$ cat config.mk
export PLATFORM = sky130hd
export DESIGN_NAME = ncis_core
export DESIGN_NICKNAME = d
export VERILOG_FILES = /design/src/core/ncis_pkg.sv /design/src/core/ncis_ram_if.sv /design/src/core/ncis_core.sv /design/src/core/ncis_ram.sv
export SDC_FILE = /design/constraint.sdc
export NUM_CORES = 2
export LEC_CHECK = 0
export BUFFER_PORTS_ARGS = -buffer_cell sky130_fd_sc_hd__buf_2
export CORE_MARGIN = 2
export CORE_UTILIZATION = 63
export CTS_CLUSTER_SIZE = 28
export DETAILED_ROUTE_END_ITERATION = 10
export PLACE_DENSITY = 0.79
export SLEW_MARGIN = 30
export SYNTH_ARGS = -nofsm -noshare
export SYNTH_HDL_FRONTEND = slang
export SYNTH_SLANG_ARGS = --single-unit
$ cat constraint.sdc
create_clock -name ref_clk -period 32.8 [get_ports ref_clk]
set_clock_uncertainty 0.15 [all_clocks]
set_input_delay 6.56 -clock ref_clk [delete_from_list [all_inputs] [get_ports ref_clk]]
set_output_delay 6.56 -clock ref_clk [all_outputs]
set_load 0.05 [all_outputs]
$ cat src/core/ncis_pkg.sv
// Shared constants, opcodes and types of the nibble core subset
package ncis_pkg;
  localparam int MC_CLKS = 32;
  localparam logic [4:0] MC_FIRST = 5'h01;
  localparam logic [4:0] MC_LAST = 5'(MC_CLKS - 1);
  localparam int RAM_AW = 9;
  localparam int RAM_DEPTH = 512;
  localparam logic [11:0] POWER_CONTROL_REG_ADDR = 12'hFB3;
  localparam int POWER_CONTROL_REG_STOP_BIT = 3;
  localparam logic [3:0] POWER_CONTROL_REG_RESET = 4'h0;
  localparam logic [7:0] SP_RESET = 8'h00;
  localparam logic [7:0] FRAME_NIBS = 8'h06;
  localparam logic [2:0] VEC_RESET = 3'h0;
  localparam logic [12:0] PC_RESET = 13'h0000;
  // Working register slots inside one bank
  localparam logic [2:0] RI_A = 3'h0;
  localparam logic [2:0] RI_E = 3'h1;
  localparam logic [2:0] RI_L = 3'h2;
  localparam logic [2:0] RI_H = 3'h3;
  // Software port offsets
  localparam logic [3:0] REG_CTRL = 4'h0;
  localparam logic [3:0] REG_VREQ = 4'h1;
  localparam logic [3:0] REG_STATUS = 4'h2;
  localparam logic [3:0] REG_POWER_CONTROL_REG = 4'h3;
  localparam logic [3:0] REG_PCL = 4'h4;
  localparam logic [3:0] REG_PCH = 4'h5;
  localparam logic [3:0] REG_SP = 4'h6;
  localparam logic [3:0] REG_BANK = 4'h7;
  // Opcodes
  localparam logic [7:0] OP_SBS_AM = 8'h3D;
  localparam logic [7:0] OP_PFX_DC = 8'hDC;
  localparam logic [7:0] OP_PFX_DD = 8'hDD;
  localparam logic [7:0] OP_PFX_FF = 8'hFF;
  localparam logic [7:0] OP_SCF = 8'hE7;
  localparam logic [7:0] OP_RETURN_AND_SKIP_OP = 8'hE5;
  localparam logic [7:0] OP_RET = 8'hC5;
  localparam logic [7:0] OP_INTERRUPT_RETURN_OP = 8'hD5;
  localparam logic [7:0] OP2_STOP = 8'hB3;
  localparam logic [7:0] OP2_XCH_EAHL = 8'h01;
  localparam logic [3:0] OP2_SMB_HI = 4'h4;
  localparam logic [5:0] OP2_SRB_HI = 6'h14;
  localparam logic [4:0] OP2_SBS_EARR = 5'h17;
  localparam logic [4:0] OP2_SBS_RREA = 5'h16;
  localparam logic [4:0] OP_XCH_AR_HI = 5'h0D;

  typedef enum logic [3:0] {
    ST_VEC0, ST_VEC1, ST_VEC2, ST_PMW, ST_PUSH, ST_FETCH, ST_OP1, ST_OP2,
    ST_DEC, ST_READ, ST_EXEC, ST_WRITE, ST_WAIT, ST_STOP
  } ncis_state_type;

  typedef enum logic [3:0] {
    CLS_NOP, CLS_SBS_AM, CLS_SBS_EARR, CLS_SBS_RREA, CLS_SCF, CLS_SMB, CLS_SRB,
    CLS_RET, CLS_RETURN_AND_SKIP_OP, CLS_INTERRUPT_RETURN_OP, CLS_STOP, CLS_XCH_AR, CLS_XCH_EAHL
  } ncis_cls_type;

  typedef enum logic [1:0] {
    SRC_HL, SRC_PAIR, SRC_REG
  } ncis_src_type;
endpackage

$ cat src/core/ncis_ram_if.sv
// Data memory port between the core and its nibble memory
`timescale 1ns/1ps
interface ncis_ram_if;
  logic [ncis_pkg::RAM_AW-1:0] addr;
  logic [3:0] wdata;
  logic we;
  logic [3:0] rdata;
  modport core (output addr, output wdata, output we, input rdata);
  modport mem (input addr, input wdata, input we, output rdata);
endinterface

$ cat src/core/ncis_core.sv
// Nibble core executing the skip, bank, return, stop, vector and exchange group
`timescale 1ns/1ps
//
// Contract
// - Subtract skips on borrow, carry untouched.
// - Set carry forces carry, one cycle.
// - Memory bank operand becomes top address nibble.
// - Banks 0, 1, 15 map work, display, I/O.
// - Memory bank select needs memory bank enable.
// - Register bank select picks one of four.
// - Register bank enable low forces bank zero.
// - Each register bank spans eight nibbles.
// - Return-and-skip pops frame, SP plus six, skips.
// - Frame holds PC nibbles and enable flags.
// - Stop sets power control bit three.
// - Stop mode halts all core activity; the code stops only the sequencer, port and request wake stay live.
// - Stop is two bytes, two cycles.
// - Reset or vector loads PC and flags.
// - Interrupt pushes flags, interrupt return restores.
// - Accumulator register exchange, one byte, one cycle.
// - Byte exchange with pointer memory, two cycles.
// - Stop writes power control stop bit.
module ncis_core (
  input wire logic ref_clk,
  input wire logic resetn,
  output logic [12:0] pm_addr,
  output logic pm_rd,
  input wire logic [7:0] pm_data,
  input wire logic [3:0] reg_addr,
  input wire logic [7:0] reg_wdata,
  input wire logic reg_wr,
  input wire logic reg_rd,
  output logic [7:0] reg_rdata,
  output logic stop_mode
);
  ncis_pkg::ncis_state_type state;
  ncis_pkg::ncis_state_type pm_ret;
  ncis_pkg::ncis_cls_type cls;
  ncis_pkg::ncis_src_type src_mode;
  logic [12:0] pc;
  logic [7:0] sp;
  logic carry;
  logic mem_bank_en;
  logic reg_bank_en;
  logic [3:0] mem_bank;
  logic [1:0] reg_bank;
  logic [3:0] power_control_reg;
  logic skip;
  logic [7:0] op1;
  logic [7:0] op2;
  logic [2:0] k;
  logic [3:0] t [0:5];
  logic [3:0] w [0:3];
  logic [3:0] wmask;
  logic [4:0] mc_div;
  logic [1:0] cyc_cnt;
  logic [1:0] need;
  logic [2:0] vec_idx;
  logic [7:0] vec_hi;
  logic hold;
  logic vreq_pend;
  logic [2:0] vreq_idx;
  logic rd_ram_q;
  logic rd_power_control_reg_q;

  ncis_ram_if ram_bus();

  ncis_ram u_ram (
    .ref_clk(ref_clk),
    .resetn(resetn),
    .bus(ram_bus)
  );

  // Decode of the held opcode bytes
  wire logic two_byte_in = pm_data == ncis_pkg::OP_PFX_DC || pm_data == ncis_pkg::OP_PFX_DD ||
                           pm_data == ncis_pkg::OP_PFX_FF;
  wire logic pfx_dc = op1 == ncis_pkg::OP_PFX_DC;
  wire logic pfx_dd = op1 == ncis_pkg::OP_PFX_DD;
  wire logic pfx_ff = op1 == ncis_pkg::OP_PFX_FF;
  wire logic two_byte_op = pfx_dc || pfx_dd || pfx_ff;
  assign cls =
    (op1 == ncis_pkg::OP_SBS_AM) ? ncis_pkg::CLS_SBS_AM :
    (op1 == ncis_pkg::OP_SCF) ? ncis_pkg::CLS_SCF :
    (op1 == ncis_pkg::OP_RETURN_AND_SKIP_OP) ? ncis_pkg::CLS_RETURN_AND_SKIP_OP :
    (op1 == ncis_pkg::OP_RET) ? ncis_pkg::CLS_RET :
    (op1 == ncis_pkg::OP_INTERRUPT_RETURN_OP) ? ncis_pkg::CLS_INTERRUPT_RETURN_OP :
    (op1[7:3] == ncis_pkg::OP_XCH_AR_HI) ? ncis_pkg::CLS_XCH_AR :
    (pfx_dc && op2[7:3] == ncis_pkg::OP2_SBS_EARR && !op2[0]) ? ncis_pkg::CLS_SBS_EARR :
    (pfx_dc && op2[7:3] == ncis_pkg::OP2_SBS_RREA && !op2[0]) ? ncis_pkg::CLS_SBS_RREA :
    (pfx_dc && op2 == ncis_pkg::OP2_XCH_EAHL) ? ncis_pkg::CLS_XCH_EAHL :
    (pfx_dd && op2[7:4] == ncis_pkg::OP2_SMB_HI) ? ncis_pkg::CLS_SMB :
    (pfx_dd && op2[7:2] == ncis_pkg::OP2_SRB_HI) ? ncis_pkg::CLS_SRB :
    (pfx_ff && op2 == ncis_pkg::OP2_STOP) ? ncis_pkg::CLS_STOP : ncis_pkg::CLS_NOP;
  wire logic is_pop = cls == ncis_pkg::CLS_RET || cls == ncis_pkg::CLS_RETURN_AND_SKIP_OP ||
                      cls == ncis_pkg::CLS_INTERRUPT_RETURN_OP;
  assign src_mode =
    (cls == ncis_pkg::CLS_SBS_EARR || cls == ncis_pkg::CLS_SBS_RREA) ? ncis_pkg::SRC_PAIR :
    (cls == ncis_pkg::CLS_XCH_AR) ? ncis_pkg::SRC_REG : ncis_pkg::SRC_HL;
  wire logic [2:0] sel_n = (cls == ncis_pkg::CLS_XCH_AR) ? op1[2:0] : op2[2:0];

  // Skipped instructions cost only their byte count
  wire logic [1:0] bytes_op = two_byte_op ? 2'h2 : 2'h1;
  wire logic [1:0] cyc_need = skip ? bytes_op : (is_pop ? 2'h3 : bytes_op);

  // Data address generation
  wire logic [1:0] eff_rbank = reg_bank_en ? reg_bank : 2'h0;
  wire logic [3:0] dbank = mem_bank_en ? mem_bank : 4'h0;
  wire logic [2:0] acc_idx = (state == ncis_pkg::ST_WRITE) ? 3'(k + 3'h2) : k;
  wire logic use_stack = state == ncis_pkg::ST_PUSH || (state == ncis_pkg::ST_READ && is_pop);
  wire logic [7:0] stack_base = (state == ncis_pkg::ST_PUSH) ? 8'(sp - ncis_pkg::FRAME_NIBS) : sp;
  wire logic [7:0] stk_ptr = 8'(stack_base + {5'h00, acc_idx});
  wire logic [7:0] hl = {t[1], t[0]};
  wire logic [7:0] hl_next = 8'(hl + 8'h01);
  wire logic [2:0] src_lo_r = (src_mode == ncis_pkg::SRC_PAIR) ? {sel_n[2:1], 1'b0} : sel_n;
  wire logic [2:0] src_hi_r = {sel_n[2:1], 1'b1};
  wire logic src_is_mem = src_mode == ncis_pkg::SRC_HL;

  function automatic logic [11:0] regloc(input logic [1:0] bank, input logic [2:0] r);
    regloc = {7'h00, bank, r};
  endfunction

  wire logic [11:0] data_addr =
    use_stack ? {4'h0, stk_ptr} :
    (acc_idx == 3'h0) ? regloc(eff_rbank, ncis_pkg::RI_L) :
    (acc_idx == 3'h1) ? regloc(eff_rbank, ncis_pkg::RI_H) :
    (acc_idx == 3'h2) ? regloc(eff_rbank, ncis_pkg::RI_A) :
    (acc_idx == 3'h3) ? regloc(eff_rbank, ncis_pkg::RI_E) :
    (acc_idx == 3'h4) ? (src_is_mem ? {dbank, hl} : regloc(eff_rbank, src_lo_r)) :
    (acc_idx == 3'h5) ? (src_is_mem ? {dbank, hl_next} : regloc(eff_rbank, src_hi_r)) :
    12'h000;
  // Only banks 0 and 1 are backed by memory; bank 15 holds the power control nibble
  wire logic ram_hit = data_addr[11:9] == 3'h0;
  wire logic power_control_reg_hit = data_addr == ncis_pkg::POWER_CONTROL_REG_ADDR;

  wire logic [3:0] push_nib =
    (k == 3'h0) ? pc[11:8] :
    (k == 3'h2) ? pc[3:0] :
    (k == 3'h3) ? pc[7:4] :
    (k == 3'h4) ? {2'h0, mem_bank_en, reg_bank_en} : 4'h0;
  wire logic wr_now = state == ncis_pkg::ST_WRITE && wmask[k[1:0]];
  assign ram_bus.addr = data_addr[ncis_pkg::RAM_AW-1:0];
  assign ram_bus.we = ram_hit && (wr_now || state == ncis_pkg::ST_PUSH);
  assign ram_bus.wdata = (state == ncis_pkg::ST_PUSH) ? push_nib : w[k[1:0]];
  wire logic [3:0] rd_data = rd_ram_q ? ram_bus.rdata : (rd_power_control_reg_q ? power_control_reg : 4'h0);

  // Arithmetic of the subtract-and-skip forms
  wire logic [4:0] diff_am = 5'({1'b0, t[2]} - {1'b0, t[4]});
  wire logic [8:0] diff_earr = 9'({1'b0, t[3], t[2]} - {1'b0, t[5], t[4]});
  wire logic [8:0] diff_rrea = 9'({1'b0, t[5], t[4]} - {1'b0, t[3], t[2]});

  wire logic mc_tick = mc_div == ncis_pkg::MC_LAST;
  wire logic wait_done = mc_tick && cyc_cnt == 2'(need - 2'h1);
  wire logic take_irq = state == ncis_pkg::ST_FETCH && !hold && vreq_pend;
  wire logic exec_stop = state == ncis_pkg::ST_EXEC && cls == ncis_pkg::CLS_STOP;
  wire logic sw_ctrl_wr = reg_wr && reg_addr == ncis_pkg::REG_CTRL;
  wire logic sw_vreq_wr = reg_wr && reg_addr == ncis_pkg::REG_VREQ;
  wire logic sw_power_control_reg_wr = reg_wr && reg_addr == ncis_pkg::REG_POWER_CONTROL_REG;
  wire logic [7:0] reg_rd_val =
    (reg_addr == ncis_pkg::REG_CTRL) ? {7'h00, hold} :
    (reg_addr == ncis_pkg::REG_VREQ) ? {4'h0, vreq_pend, vreq_idx} :
    (reg_addr == ncis_pkg::REG_STATUS) ? {4'h0, power_control_reg[3], mem_bank_en, reg_bank_en, carry} :
    (reg_addr == ncis_pkg::REG_POWER_CONTROL_REG) ? {4'h0, power_control_reg} :
    (reg_addr == ncis_pkg::REG_PCL) ? pc[7:0] :
    (reg_addr == ncis_pkg::REG_PCH) ? {3'h0, pc[12:8]} :
    (reg_addr == ncis_pkg::REG_SP) ? sp :
    (reg_addr == ncis_pkg::REG_BANK) ? {2'h0, reg_bank, mem_bank} : 8'h00;

  assign stop_mode = power_control_reg[ncis_pkg::POWER_CONTROL_REG_STOP_BIT];

  // Machine cycle divider, restarted by every fetch so cycle counts stay exact
  always_ff @(posedge ref_clk) begin
    if (!resetn || state == ncis_pkg::ST_FETCH) begin
      mc_div <= ncis_pkg::MC_FIRST;
      cyc_cnt <= 2'h0;
    end else begin
      mc_div <= mc_tick ? 5'h00 : 5'(mc_div + 5'h01);
      cyc_cnt <= mc_tick ? 2'(cyc_cnt + 2'h1) : cyc_cnt;
    end
  end

  always_ff @(posedge ref_clk) begin
    if (!resetn) begin
      rd_ram_q <= 1'b0;
      rd_power_control_reg_q <= 1'b0;
    end else begin
      rd_ram_q <= ram_hit;
      rd_power_control_reg_q <= power_control_reg_hit;
    end
  end

  // Stop request wins over a clearing write in the same cycle
  always_ff @(posedge ref_clk) begin
    if (!resetn) begin
      power_control_reg <= ncis_pkg::POWER_CONTROL_REG_RESET;
    end else if (exec_stop) begin
      power_control_reg[ncis_pkg::POWER_CONTROL_REG_STOP_BIT] <= 1'b1;
    end else if (sw_power_control_reg_wr) begin
      power_control_reg <= reg_wdata[3:0];
    end else if (wr_now && power_control_reg_hit) begin
      power_control_reg <= w[k[1:0]];
    end else if (state == ncis_pkg::ST_STOP && vreq_pend) begin
      power_control_reg[ncis_pkg::POWER_CONTROL_REG_STOP_BIT] <= 1'b0;
    end
  end

  always_ff @(posedge ref_clk) begin
    if (!resetn) begin
      hold <= 1'b0;
      vreq_pend <= 1'b0;
      vreq_idx <= 3'h0;
      reg_rdata <= 8'h00;
    end else begin
      hold <= sw_ctrl_wr ? reg_wdata[0] : hold;
      vreq_pend <= sw_vreq_wr || (vreq_pend && !take_irq);
      vreq_idx <= sw_vreq_wr ? reg_wdata[2:0] : vreq_idx;
      reg_rdata <= reg_rd ? reg_rd_val : 8'h00;
    end
  end

  always_ff @(posedge ref_clk) begin
    if (!resetn) begin
      state <= ncis_pkg::ST_VEC0;
      pm_ret <= ncis_pkg::ST_FETCH;
      vec_idx <= ncis_pkg::VEC_RESET;
      vec_hi <= 8'h00;
      pc <= ncis_pkg::PC_RESET;
      sp <= ncis_pkg::SP_RESET;
      carry <= 1'b0;
      mem_bank_en <= 1'b0;
      reg_bank_en <= 1'b0;
      mem_bank <= 4'h0;
      reg_bank <= 2'h0;
      skip <= 1'b0;
      op1 <= 8'h00;
      op2 <= 8'h00;
      k <= 3'h0;
      wmask <= 4'h0;
      need <= 2'h1;
      pm_addr <= 13'h0000;
      pm_rd <= 1'b0;
      for (int i = 0; i < 6; i++) begin
        t[i] <= 4'h0;
      end
      for (int i = 0; i < 4; i++) begin
        w[i] <= 4'h0;
      end
    end else begin
      pm_rd <= 1'b0;
      case (state)
        ncis_pkg::ST_VEC0: begin
          pm_addr <= {9'h000, vec_idx, 1'b0};
          pm_rd <= 1'b1;
          pm_ret <= ncis_pkg::ST_VEC1;
          state <= ncis_pkg::ST_PMW;
        end
        ncis_pkg::ST_VEC1: begin
          vec_hi <= pm_data;
          pm_addr <= {9'h000, vec_idx, 1'b1};
          pm_rd <= 1'b1;
          pm_ret <= ncis_pkg::ST_VEC2;
          state <= ncis_pkg::ST_PMW;
        end
        ncis_pkg::ST_VEC2: begin
          pc <= {vec_hi[4], vec_hi[3:0], pm_data};
          mem_bank_en <= vec_hi[7];
          reg_bank_en <= vec_hi[6];
          state <= ncis_pkg::ST_FETCH;
        end
        ncis_pkg::ST_PMW: begin
          state <= pm_ret;
        end
        ncis_pkg::ST_PUSH: begin
          k <= 3'(k + 3'h1);
          if (k == 3'h5) begin
            sp <= 8'(sp - ncis_pkg::FRAME_NIBS);
            vec_idx <= vreq_idx;
            state <= ncis_pkg::ST_VEC0;
          end
        end
        ncis_pkg::ST_FETCH: begin
          k <= 3'h0;
          if (take_irq) begin
            state <= ncis_pkg::ST_PUSH;
          end else if (!hold) begin
            pm_addr <= pc;
            pm_rd <= 1'b1;
            pc <= 13'(pc + 13'h0001);
            pm_ret <= ncis_pkg::ST_OP1;
            state <= ncis_pkg::ST_PMW;
          end
        end
        ncis_pkg::ST_OP1: begin
          op1 <= pm_data;
          op2 <= 8'h00;
          if (two_byte_in) begin
            pm_addr <= pc;
            pm_rd <= 1'b1;
            pc <= 13'(pc + 13'h0001);
            pm_ret <= ncis_pkg::ST_OP2;
            state <= ncis_pkg::ST_PMW;
          end else begin
            state <= ncis_pkg::ST_DEC;
          end
        end
        ncis_pkg::ST_OP2: begin
          op2 <= pm_data;
          state <= ncis_pkg::ST_DEC;
        end
        ncis_pkg::ST_DEC: begin
          need <= cyc_need;
          if (skip) begin
            skip <= 1'b0;
            state <= ncis_pkg::ST_WAIT;
          end else begin
            state <= ncis_pkg::ST_READ;
          end
        end
        ncis_pkg::ST_READ: begin
          if (k != 3'h0) begin
            t[3'(k - 3'h1)] <= rd_data;
          end
          k <= 3'(k + 3'h1);
          if (k == 3'h6) begin
            state <= ncis_pkg::ST_EXEC;
          end
        end
        ncis_pkg::ST_EXEC: begin
          k <= 3'h0;
          wmask <= 4'h0;
          state <= ncis_pkg::ST_WRITE;
          case (cls)
            ncis_pkg::CLS_SBS_AM: begin
              w[0] <= diff_am[3:0];
              wmask <= 4'h1;
              skip <= diff_am[4];
            end
            ncis_pkg::CLS_SBS_EARR: begin
              w[0] <= diff_earr[3:0];
              w[1] <= diff_earr[7:4];
              wmask <= 4'h3;
              skip <= diff_earr[8];
            end
            ncis_pkg::CLS_SBS_RREA: begin
              w[2] <= diff_rrea[3:0];
              w[3] <= diff_rrea[7:4];
              wmask <= 4'hC;
              skip <= diff_rrea[8];
            end
            ncis_pkg::CLS_XCH_AR: begin
              w[0] <= t[4];
              w[2] <= t[2];
              wmask <= 4'h5;
            end
            ncis_pkg::CLS_XCH_EAHL: begin
              w[0] <= t[4];
              w[1] <= t[5];
              w[2] <= t[2];
              w[3] <= t[3];
              wmask <= 4'hF;
            end
            ncis_pkg::CLS_SCF: begin
              carry <= 1'b1;
            end
            ncis_pkg::CLS_SMB: begin
              mem_bank <= op2[3:0];
            end
            ncis_pkg::CLS_SRB: begin
              reg_bank <= op2[1:0];
            end
            ncis_pkg::CLS_RET, ncis_pkg::CLS_RETURN_AND_SKIP_OP, ncis_pkg::CLS_INTERRUPT_RETURN_OP: begin
              pc[11:0] <= {t[0], t[3], t[2]};
              mem_bank_en <= t[4][1];
              reg_bank_en <= t[4][0];
              sp <= 8'(sp + ncis_pkg::FRAME_NIBS);
              skip <= cls == ncis_pkg::CLS_RETURN_AND_SKIP_OP;
            end
            default: begin
            end
          endcase
        end
        ncis_pkg::ST_WRITE: begin
          k <= 3'(k + 3'h1);
          if (k == 3'h3) begin
            state <= ncis_pkg::ST_WAIT;
          end
        end
        ncis_pkg::ST_WAIT: begin
          if (wait_done) begin
            state <= stop_mode ? ncis_pkg::ST_STOP : ncis_pkg::ST_FETCH;
          end
        end
        ncis_pkg::ST_STOP: begin
          // Frozen until the stop bit drops; the program supplies settling no-ops
          if (!stop_mode) begin
            state <= ncis_pkg::ST_FETCH;
          end
        end
        default: begin
          state <= ncis_pkg::ST_FETCH;
        end
      endcase
    end
  end
endmodule

$ cat src/core/ncis_ram.sv
// Nibble-wide data memory with registered read data
`timescale 1ns/1ps
module ncis_ram (
  input wire logic ref_clk,
  input wire logic resetn,
  ncis_ram_if.mem bus
);
  logic [3:0] mem [0:ncis_pkg::RAM_DEPTH-1];

  always_ff @(posedge ref_clk) begin
    if (bus.we) begin
      mem[bus.addr] <= bus.wdata;
    end
  end

  always_ff @(posedge ref_clk) begin
    if (!resetn) begin
      bus.rdata <= 4'h0;
    end else begin
      bus.rdata <= mem[bus.addr];
    end
  end
endmodule

==> reports/metrics.csv <==
stage,metric,value,unit
global_routing,grt_max_degree,233,
timing,min_period_over_period,25.8,%
floorplanning,start_util,63.3,%
power,power,7580,uW
yosys,synth-seq-cells,2206,
yosys,synth_top_area_cell,edfxtp_1,
timing,setup_viol,0,
yosys,ys.flop_type,edfxtp_1,
yosys,yosys.area_share.xor_xnor,0.438,%
clocking,cts_hold_buf,0,
yosys,synthArstFlopShare,0,%
finish,final_nets,6626,
clocking,clock-sinks,2206,
flow_run,maxCapViolations,0,
yosys,synth-seq-area-share,70.8,%
finish,reg_top3,"u_ram.mem x2048, t x24, w x16",
yosys,synthAdderAreaFrac,0.474,%
power,ir_drop,0.0967,mV
min_path,min_path_cells,2,
finish,largest_register,u_ram.mem,
timing,drv_slew,0,
clocking,clk_pin_slew,0.06,ns
critical_path,r2r-start,state[1],
critical_path,cp-start-kind,flop,
global_routing,grt_pass1_wl,385000,um
status,status,finished clean,
yosys,synthTopCellsByArea,"edfxtp_1, a221oi_1, nand2_1",
finish,area_growth,9.81,%
finish,layout_commonest_cell,edfxtp_1,
clocking,ctsResizeCount,0,
critical_path,path_max_fanout,105,
power,p_leak,0.0336,uW
route,antenna_left,0,
critical_path,r2r_slack,24.33,ns
global_routing,grt-ovfl-total,0,
power,power_density,75.1,nW/um^2
clocking,clock_latency,0.87,ns
timing,worst_slack,24.33,ns
global_routing,grt_util_all_layers,35.4,%
route,drc,0,
floorplanning,dieWidth,386,um
clocking,cts_setup_buffers,0,
yosys,synth_top_family_by_area,compound AO/OA/AOI/OAI gates,
timing,worstMarginPinSlew,1.15,ns
route,avgViaCountPerCell,7.20,
yosys,synthMuxAreaShare,5.22,%
min_path,hold_end,vec_hi[3],
yosys,syn-num-nets,6724,
finish,stdcell_area,101000,um^2
yosys,netlist_area,91900,um^2
place,dp_cells,8271,
place,dp_hpwl,153000,um
yosys,ys_types,101,
timing,finalHoldViolCount,0,
route,firstDrtPassIters,9,
floorplanning,core.rowCount,140,
timing,rsz0062_at_grt,no,
critical_path,critical_path_class,reg2reg,
place,port_buffers,42,
yosys,synth.top_cell.area_share,68.2,%
clocking,root_buffer,clkbuf_16,
route,wl,266000,um
clocking,cts_tree,yes,
yosys,syn_avg_cell_area,13.8,um^2
route,wl_per_cell,30.7,um
floorplanning,ios,47,
route,vias,62400,
critical_path,rr_worst_depth,13,
timing,fin_crit,8.47,ns
critical_path,worstSetupEndpointType,flop,
finish,instances_no_fill,8664,
finish,drive_gt1_share,10.2,%
global_routing,grt_use_met2,53.1,%
timing,slew_headroom,22.8,%
global_routing,grt_pass1_vias,59800,
timing,setup_tns,0,ns
route,drtIter0Drc,10900,
floorplanning,core-area,145000,um^2
clocking,cts_buffers,207,
critical_path,required,33.33,ns
finish,fill_cells,9086,
place,gp_congestion,0.954,
clocking,htree_levels,4,
global_routing,gr-usage-met1,47.0,%
timing,max_freq,118,MHz
yosys,synth_edf_count,2088,
finish,largest_register_ffs,2048,
finish,final_cell_mix,"edfxtp_1, nand2_1, nor2_1",
min_path,worstHoldStart,vec_hi[3],
place,placed_area,94000,um^2
yosys,synth_cells,6667,
place,dp_worst_setup_slack,23.83,ns
yosys,yosysWarningCount,0,
clocking,clockBufferDepth,3,
critical_path,arrival,9.01,ns
min_path,hp-class,reg2reg,
floorplanning,fp.dieArea,149000,um^2
global_routing,grt-busiest-layer,met2,
floorplanning,die_h,386,um
critical_path,reg2reg_to,u_ram.bus.rdata[0],
global_routing,antenna_found_initial,4,
yosys,synth-simple-area-share,9.59,%
yosys,synth_compound_area_share,11.0,%
global_routing,use_met3,10.3,%
[final cells by class]
cell class / count / area (um^2) / share of cell area (%)
timing repair buffer: 182 / 1530 / 1.51
tap: 1917 / 2400 / 2.38
inverter: 41 / 154 / 0.152
clock inverter: 125 / 1220 / 1.21
clock buffer: 258 / 5520 / 5.47
antenna: 4 / 10.0 / 0.00992
sequential: 2206 / 65100 / 64.5
multi-input combinational: 3931 / 25100 / 24.8
[report_power, final]
group          leakage [uW]  internal (uW)  total, uW  switching [uW]
logic                0.0104            448       1800            1350
registers            0.0200           3350       3380            36.9
clock network       0.00329           1360       2400            1040
[worst max-delay path by stage]
stage / depth (start not counted) / endpoint / slack, ns / startpoint
CTS: 1 / stop_mode / 24.36 / power_control_reg[3]
global route: 1 / stop_mode / 24.37 / power_control_reg[3]
finish: 13 / u_ram.bus.rdata[0] / 24.33 / state[1]
global placement: 9 / pc[9] / 23.93 / pm_data[1]
floorplan: 9 / u_ram.mem[0][2] / 6.03 / k[0]
detailed placement: 8 / pm_addr[0] / 23.83 / pm_data[4]
[critical path: stages, from the launching register on]
cell	delay, ns
dfxtp_1	0.91
nand4b_2	0.54
or2_2	0.49
a211oi_1	0.33
nand2_1	0.31
nand2_8	0.60
buf_4	0.75
buf_12	0.54
mux4_2	0.60
a22o_1	0.28
or4_1	0.53
o41ai_1	0.74
o21ai_0	0.65
o41a_1	0.61
[cells by family (layout without fill, tap and decap cells)]
kind of cell,count (synthesis),count (layout)
xor+xnor,46,46
fa+ha+maj,33,33
compound gates,1423,1423
mux,365,365
flops,2206,2206
buf+inv,530,606
other cells,0,4
simple gates,2064,2064
[synth_stat cells, types with 11 or more instances]
master     instances
nor4_1            34
a41oi_1           14
a21oi_1          344
dfxtp_1          118
nor2_1           701
a32oi_1           13
xor2_1            21
mux2_2            17
a221o_1           24
nor3_1            57
nand2b_1          19
or4_1             24
xnor2_1           25
nand2_1          866
nor2b_1           15
a21o_1            18
a22o_1            53
mux2i_1          258
buf_1             80
o31ai_1           12
o2bb2ai_1         12
ha_1              30
edfxtp_1        2088
a31oi_1           43
mux4_2            90
a221oi_1         376
buf_4             17
a211oi_1          19
nand3_1          225
a22oi_1          144
clkbuf_1         249
and3_1            23
inv_1             40
a311oi_1          11
buf_2            139
a222oi_1          19
o22ai_1           97
nand4_1           33
o21ai_0          140
[stage by stage]
step / utilization, % / hold slack [ns]
2_1_floorplan: - / 0.281
3_3_place_gp: 64.7 / 0.292
3_5_place_dp: 64.7 / 0.297
4_1_cts: 69.4 / 0.307
5_1_grt: 69.5 / 0.319
6_report: 69.5 / 0.307
[routing by layer]
| layer | part of all wire [%] | vias to the layer above |
|---|---|---|
| li1 | - | 25700 |
| met1 | 34 | 30300 |
| met2 | 45 | 5370 |
| met3 | 15 | 974 |
| met4 | 6.3 | 6 |
| met5 | 0.035 | - |
(Power assumes the default switching activity.)
